<file path="src/piop_pkg.sv">
package piop_pkg;

  ////////////////////////////////////////////////////////////////////////////
  // widths
  localparam int PIOP_W  = 16;
  localparam int PIOP_CN = 22;

  ////////////////////////////////////////////////////////////////////////////
  // implemented-bit mask of this variant; plain default, all bits present
  localparam logic [PIOP_W-1:0] PIOP_IMPL_MASK = 16'hffff;

  // reset values
  localparam logic [PIOP_W-1:0]  PIOP_DIR_RST  = 16'hffff;
  localparam logic [PIOP_W-1:0]  PIOP_LAT_RST  = 16'h0000;
  localparam logic [PIOP_W-1:0]  PIOP_ODC_RST  = 16'h0000;
  localparam logic [PIOP_CN-1:0] PIOP_CN_RST   = 22'h000000;

  // direction bit encoding
  localparam logic PIOP_DIR_IN  = 1'b1;
  localparam logic PIOP_DIR_OUT = 1'b0;

  // cycles after reset before the change comparator is trusted
  localparam logic [1:0] PIOP_CN_ARM_CNT = 2'h3;

  ////////////////////////////////////////////////////////////////////////////
  // software write strobes with their data
  typedef struct packed {
    logic              wr_dir;
    logic              wr_lat;
    logic              wr_lvl;
    logic              wr_odc;
    logic [PIOP_W-1:0] wdata;
  } piop_sw_t;

  // peripheral sharing the pins
  typedef struct packed {
    logic [PIOP_W-1:0] en;
    logic [PIOP_W-1:0] drive;
    logic [PIOP_W-1:0] data;
  } piop_periph_t;

  // all state of the port
  typedef struct packed {
    logic [PIOP_W-1:0]  dir;
    logic [PIOP_W-1:0]  lat;
    logic [PIOP_W-1:0]  odc;
    logic [PIOP_W-1:0]  pin_s1;
    logic [PIOP_W-1:0]  pin_s2;
    logic [PIOP_W-1:0]  pin_lvl;
    logic [PIOP_W-1:0]  pin_out;
    logic [PIOP_W-1:0]  pin_oe;
    logic [PIOP_W-1:0]  periph_in;
    logic [PIOP_CN-1:0] pu;
    logic [PIOP_CN-1:0] cn_s1;
    logic [PIOP_CN-1:0] cn_s2;
    logic [PIOP_CN-1:0] cn_prev;
    logic [PIOP_CN-1:0] cn_flag;
    logic [1:0]         cn_arm;
    logic               irq;
  } piop_state_t;

endpackage

</file>
<file path="src/piop_port.sv">
`timescale 1ns/100ps
// How it works
// - shared peripheral output beats the port
// - peripheral driving: port driver off, pin readable
// - enabled but idle peripheral lets port drive
// - port output never loops into peripheral
// - direction bit 1 input, 0 output
// - reset makes every pin an input
// - latch reads back, writes update it
// - level reads pins, writes hit latch
// - unimplemented bits read as zero
// - open-drain select forces open-drain drive
// - analog pins read low
// - enabled input change raises interrupt
// - twenty-two change inputs, 0 to 21
// - per-input change interrupt enable bit
// - per-change-input weak pull-up enable bit, 0 to 21
// - input-only sharing leaves the pin to the port
module piop_port
  import piop_pkg::*;
(
  // clock and reset
  input  wire logic               clk_sys_i,
  input  wire logic               reset_i,
  // software side
  input  wire piop_sw_t           sw_i,
  input  wire logic [PIOP_W-1:0]  analog_cfg_i,
  input  wire logic [PIOP_CN-1:0] cn_irq_en_i,
  input  wire logic [PIOP_CN-1:0] pullup_en_i,
  input  wire logic [PIOP_CN-1:0] cn_clr_i,
  output logic      [PIOP_W-1:0]  dir_o,
  output logic      [PIOP_W-1:0]  lat_o,
  output logic      [PIOP_W-1:0]  odc_o,
  output logic      [PIOP_W-1:0]  pin_level_o,
  output logic      [PIOP_CN-1:0] cn_flag_o,
  output logic                    irq_o,
  // shared peripheral
  input  wire piop_periph_t       periph_i,
  output logic      [PIOP_W-1:0]  periph_in_o,
  // pins
  input  wire logic [PIOP_W-1:0]  pin_i,
  output logic      [PIOP_W-1:0]  pin_o,
  output logic      [PIOP_W-1:0]  pin_oe_o,
  input  wire logic [PIOP_CN-1:0] cn_i,
  output logic      [PIOP_CN-1:0] pullup_o
);

  piop_state_t s_q;
  piop_state_t s_d;

  logic [PIOP_W-1:0]  own_periph;
  logic [PIOP_W-1:0]  port_drv;
  logic [PIOP_W-1:0]  out_val;
  logic [PIOP_W-1:0]  out_drv;
  logic [PIOP_CN-1:0] cn_change;

  ////////////////////////////////////////////////////////////////////////////
  // shared decodes
  function automatic logic [PIOP_W-1:0] owned_pins(input piop_periph_t p);
    return p.en & p.drive;
  endfunction

  // unimplemented bits must never hold a one
  function automatic logic [PIOP_W-1:0] impl_only(input logic [PIOP_W-1:0] v);
    return v & PIOP_IMPL_MASK;
  endfunction

  ////////////////////////////////////////////////////////////////////////////
  // ownership of each pin
  always_comb begin
    // only an active driver takes the pin; input-only use leaves it to the port
    own_periph = owned_pins(periph_i);
    port_drv   = ~own_periph & ~s_q.dir;
    out_val    = (own_periph & periph_i.data) | (~own_periph & s_q.lat);
    out_drv    = (own_periph | port_drv) & PIOP_IMPL_MASK;
  end

  // change detection; compare held off until the sync chain holds real samples
  always_comb begin
    cn_change = '0;
    if (s_q.cn_arm == PIOP_CN_ARM_CNT) begin
      cn_change = (s_q.cn_s2 ^ s_q.cn_prev) & cn_irq_en_i;
    end
  end

  ////////////////////////////////////////////////////////////////////////////
  // next state
  always_comb begin
    s_d = s_q;

    // software writes, masked to the implemented bits
    if (sw_i.wr_dir) begin
      s_d.dir = impl_only(sw_i.wdata);
    end
    if (sw_i.wr_odc) begin
      s_d.odc = impl_only(sw_i.wdata);
    end
    // a level-register write lands in the latch; a latch write wins a tie
    if (sw_i.wr_lat) begin
      s_d.lat = impl_only(sw_i.wdata);
    end else if (sw_i.wr_lvl) begin
      s_d.lat = impl_only(sw_i.wdata);
    end

    // pin synchronisers
    s_d.pin_s1 = pin_i;
    s_d.pin_s2 = s_q.pin_s1;
    // analog pins read low whatever their voltage
    s_d.pin_lvl = s_q.pin_s2 & ~analog_cfg_i & PIOP_IMPL_MASK;

    // pin drive; open-drain only ever pulls low
    s_d.pin_out = out_val & ~s_q.odc & out_drv;
    s_d.pin_oe  = out_drv & (~s_q.odc | ~out_val);

    // peripheral sees the pin only where the port is not driving it
    s_d.periph_in = s_q.pin_s2 & ~port_drv & PIOP_IMPL_MASK;

    // pull-ups
    s_d.pu = pullup_en_i;

    // change notification; a new change beats a clear in the same cycle
    s_d.cn_s1   = cn_i;
    s_d.cn_s2   = s_q.cn_s1;
    s_d.cn_prev = s_q.cn_s2;
    s_d.cn_flag = (s_q.cn_flag & ~cn_clr_i) | cn_change;
    s_d.irq     = |s_d.cn_flag;
    if (s_q.cn_arm != PIOP_CN_ARM_CNT) begin
      s_d.cn_arm = s_q.cn_arm + 2'h1;
    end
  end

  ////////////////////////////////////////////////////////////////////////////
  // state register
  always_ff @(posedge clk_sys_i) begin
    if (reset_i) begin
      s_q.dir       <= PIOP_DIR_RST & PIOP_IMPL_MASK;
      s_q.lat       <= PIOP_LAT_RST;
      s_q.odc       <= PIOP_ODC_RST;
      s_q.pin_s1    <= '0;
      s_q.pin_s2    <= '0;
      s_q.pin_lvl   <= '0;
      s_q.pin_out   <= '0;
      s_q.pin_oe    <= '0;
      s_q.periph_in <= '0;
      s_q.pu        <= PIOP_CN_RST;
      s_q.cn_s1     <= PIOP_CN_RST;
      s_q.cn_s2     <= PIOP_CN_RST;
      s_q.cn_prev   <= PIOP_CN_RST;
      s_q.cn_flag   <= PIOP_CN_RST;
      s_q.cn_arm    <= 2'h0;
      s_q.irq       <= 1'b0;
    end else begin
      s_q <= s_d;
    end
  end

  ////////////////////////////////////////////////////////////////////////////
  // outputs, all from flops
  // limitation: detection needs this clock; sleep wake-up must keep it running
  assign dir_o       = s_q.dir;
  assign lat_o       = s_q.lat;
  assign odc_o       = s_q.odc;
  assign pin_level_o = s_q.pin_lvl;
  assign cn_flag_o   = s_q.cn_flag;
  assign irq_o       = s_q.irq;
  assign periph_in_o = s_q.periph_in;
  assign pin_o       = s_q.pin_out;
  assign pin_oe_o    = s_q.pin_oe;
  assign pullup_o    = s_q.pu;
endmodule

</file>
<file path="config.mk">
export PLATFORM = sky130hd
export DESIGN_NAME = piop_port
export DESIGN_NICKNAME = d
export VERILOG_FILES = /design/src/piop_pkg.sv /design/src/piop_port.sv
export SDC_FILE = /design/constraint.sdc
export NUM_CORES = 1
export LEC_CHECK = 0
export BUFFER_PORTS_ARGS = -buffer_cell sky130_fd_sc_hd__buf_4
export CORE_MARGIN = 3
export CORE_UTILIZATION = 49
export DETAILED_ROUTE_END_ITERATION = 16
export PLACE_DENSITY = 0.89
export SLEW_MARGIN = 20
export SYNTH_ARGS = -nofsm -noshare
export SYNTH_HDL_FRONTEND = slang
export SYNTH_SLANG_ARGS = --single-unit
</file>
<file path="constraint.sdc">
create_clock -name clk_sys_i -period 2.08 [get_ports clk_sys_i]
set_input_delay 0.208 -clock clk_sys_i [delete_from_list [all_inputs] [get_ports clk_sys_i]]
set_output_delay 0.208 -clock clk_sys_i [all_outputs]
set_load 0.01 [all_outputs]
</file>
==> results by group <==
STA
  • Final min period: approximately 2000 ps
  • Final critical-path share of the clock period: 0.9470
  • Fmax: 507.7 MHz
  • Setup violators final: 0
  • Clock skew: ~6.6 ps
  • Final hold vios: 0
  • Slew Limit Fails: 0
  • Hold_ws: 6.005 ps
  • Slew Limit Headroom: 0.7020
  • Setup ws final: between 100 and 150 ps
  • Setup TNS: 0 ps
  • Worst-margin pin slew: approximately 440 ps

GRT
  • Initial antenna violation count: 0
  • Grt total ovfl: 0
  • First-pass GRT wire length: 41,880 um
  • Tot GR Track Use: 0.2513
  • Met2 Track Usage GR: 0.4626
  • Number of global-route vias before repair: between 8,000 and 9,000
  • Met3 Track Usage GR: 0.06283
  • Met1 Use GR: 0.2767
  • Largest net degree at the start of global routing: between 50 and 60
  • Gr busiest metal: met2

Die
  • Core ar.: between 15,000 and 20,000 um2
  • Initial Util: 0.5014
  • Rows: 50
  • Boundary pin count: 347
  • Chip height: approximately 140 um
  • Die W: ~140 um
  • Die area: 20,900 um2

Finish
  • Layout cells sized above 1: 0.3082
  • FILL cells: around 1,100
  • Antenna cells: 0
  • Layout Nets: 1,461
  • Post-Layout Inst Area: 13,280 um2
  • Final core utilization: 0.7074
  • Fin cells: 1,519
  • Area grow syn2layout: 41.09%

Synthesis
  • Async S/R FF share, synth: 0
  • Sequential share of the synthesized area: 0.5467
  • Flops & latches, synth: between 200 and 300
  • Synthesized area: ~9400 um2
  • Synth top cells by count: dfxtp_1 (257), buf_4 (156), nor2b_1 (136)
  • Synth Area per Inst: 9.969 um2
  • YS warnings: 0
  • Top cells by area, synth: dfxtp_1 (55%), buf_4 (12%), nor2b_1 (9.0%)
  • Syn_nets: 1,135
  • Ys flop type: dfxtp_1
  • Yosys top cell by area: dfxtp_1
  • Top-count cell post-synth: dfxtp_1
  • Synth top area share: 0.5467
  • Cells after Synth: roughly 940
  • Post-synth EDFFs: 0
  • Post-synth cell types: 26

Pwr
  • LEAKAGE: ~6.3 nW
  • VDD IR max: 0.6503 mV
  • Final Power: around 11 mW
  • Pwr/cell area: ~830 nW/um2

Setup path
  • Worst EP required: between 2000 and 2500 ps
  • CP startpoint kind: flip-flop
  • Buf+Inv Stages, Crit Path: 1
  • CP max stage delay: between 300 and 400 ps
  • WP data arrival: 2340 ps
  • CP delay by family, top: compound AO/OA/AOI/OAI gates
  • Max FO, Critical Path: 16
  • Worst path slowest cell: dfxtp_1
  • Setup CP Type: flip-flop to flip-flop
  • CP Cell Sequence: ha_1 > buf_4 > a32oi_1 > nand4_1 > nor4_2 > a41oi_1
  • R2R depth: 6
  • CP Depth: 6
  • Crit end category: flip-flop

Run status
  • Status: complete, no violations

Job
  • Max-cap viol count: 0

Placed design
  • IO Port Bufs: roughly 350
  • DP Area: roughly 11,000 um2
  • Routability Congestion: 0.8491
  • Detailed placement HPWL: about 16,000 um
  • Placed cell count: between 1,000 and 1,500
  • DP Worst Slack: 199.7 ps

Clocking
  • Clock Sinks: about 260
  • TritonCTS clock tree: built
  • CTS H-tree depth: 1
  • Reg clk slew, reported paths: roughly 60 ps
  • Post-CTS setup buffers: 0
  • CTS root buffer: clkbuf_16
  • Skew-Pair Late Insertion Delay: slightly above 500 ps
  • Longest Clk Path Bufs: 3
  • CTS Buf Count: 26

Drt
  • Drt initial violations: 292
  • Antenna Nets Post-Route: 0
  • Via count: between 7,000 and 8,000
  • Pre-Repair DR Iteration Count: 6
  • Drt total wl: 28,330 um
  • Via density: roughly 5
  • DR WL/cell: 18.65 um
  • DRC viols: 0

Worst hold path
  • Hold depth: 3
  • Hold Path Class: input port to flip-flop
## final timing paths
| kind | slack (ps) | endpoint | from |
|---|---|---|---|
| worst max-delay path | 110 | irq_o$_SDFF_PP0_ | s_q[1]$_SDFFE_PP0N_ |
| worst min-delay path | 6 | cn_flag_o[14]$_SDFF_PP0_ | cn_irq_en_i[14] |
| worst max register to register | 110 | irq_o$_SDFF_PP0_ | s_q[1]$_SDFFE_PP0N_ |
| worst min register to register | 430 | s_q[178]$_SDFF_PP0_ | s_d[178]$_SDFF_PP0_ |
## what timing repair did
action	CTS	global route
gates resized for setup	0	3
hold endpoints to repair	156	0
hold buffers	135	0
endpoints found under the setup margin	0	1
## kinds of logic after synthesis
family / synth area share
AO/OA/AOI/OAI: 0.08948
XOR/XNOR: 0.02141
adder cells (fa/ha/maj): 0.001329
buffers and inverters: 0.1496
flip-flops: 0.5467
multiplexers: 0.01808
AND/OR/NAND/NOR: 0.1734
## cell type report
class                           count  area, um2  share of cell area
Sequential cell                   257       5145              0.3875
Timing Repair Buffer              491       4065              0.3062
Multi-Input combinational cell    472       2879              0.2169
Clock buffer                       41      798.3             0.06013
Tap cell                          234      292.8             0.02205
Inverter                           22      82.58            0.006220
Clock inverter                      2      13.76            0.001037
## state kept, by name, summed over array words and instances (netlist names)
signal,flops
s_d,60
s_q,40
cn_flag_o,22
pullup_o,22
dir_o,16
lat_o,16
odc_o,16
periph_in_o,16
pin_level_o,16
pin_o,16
pin_oe_o,16
irq_o,1
## layer usage
metal | up-vias | routed length (um)
met4 | 0 | 1040
met3 | 90 | 2385
li1 | 3587 | -
met2 | 429 | 14640
met5 | - | 0
met1 | 3696 | 10260
## layout by cell type (no fill, tap or decap), types with 2 or more instances in the layout
cell type / count
a211o_1: 16
a21o_1: 16
a21oi_1: 48
a221oi_1: 16
a32oi_1: 20
a32oi_2: 2
and3_1: 16
buf_12: 3
buf_4: 352
clkbuf_1: 7
clkbuf_16: 27
clkbuf_8: 7
dfxtp_1: 257
dlygate4sd3_1: 135
inv_1: 22
mux2i_1: 17
nand2_1: 48
nand2b_1: 16
nand4_1: 4
nor2_1: 73
nor2b_1: 136
nor3_1: 16
xor2_1: 23
## power breakdown
group / total [mW] / internal, mW / switching (mW) / leakage, nW
combinational: 1.35 / 0.775 / 0.572 / 3.82
sequential: 5.29 / 5.15 / 0.142 / 2.11
clock: 4.42 / 2.61 / 1.82 / 0.399
## worst min-delay path: cells and delay by family
family | cells | cell delay (ps)
compound gates | 1 | 100
buf+inv | 1 | 90
simple gates | 1 | 80
(Power assumes the default switching activity.)
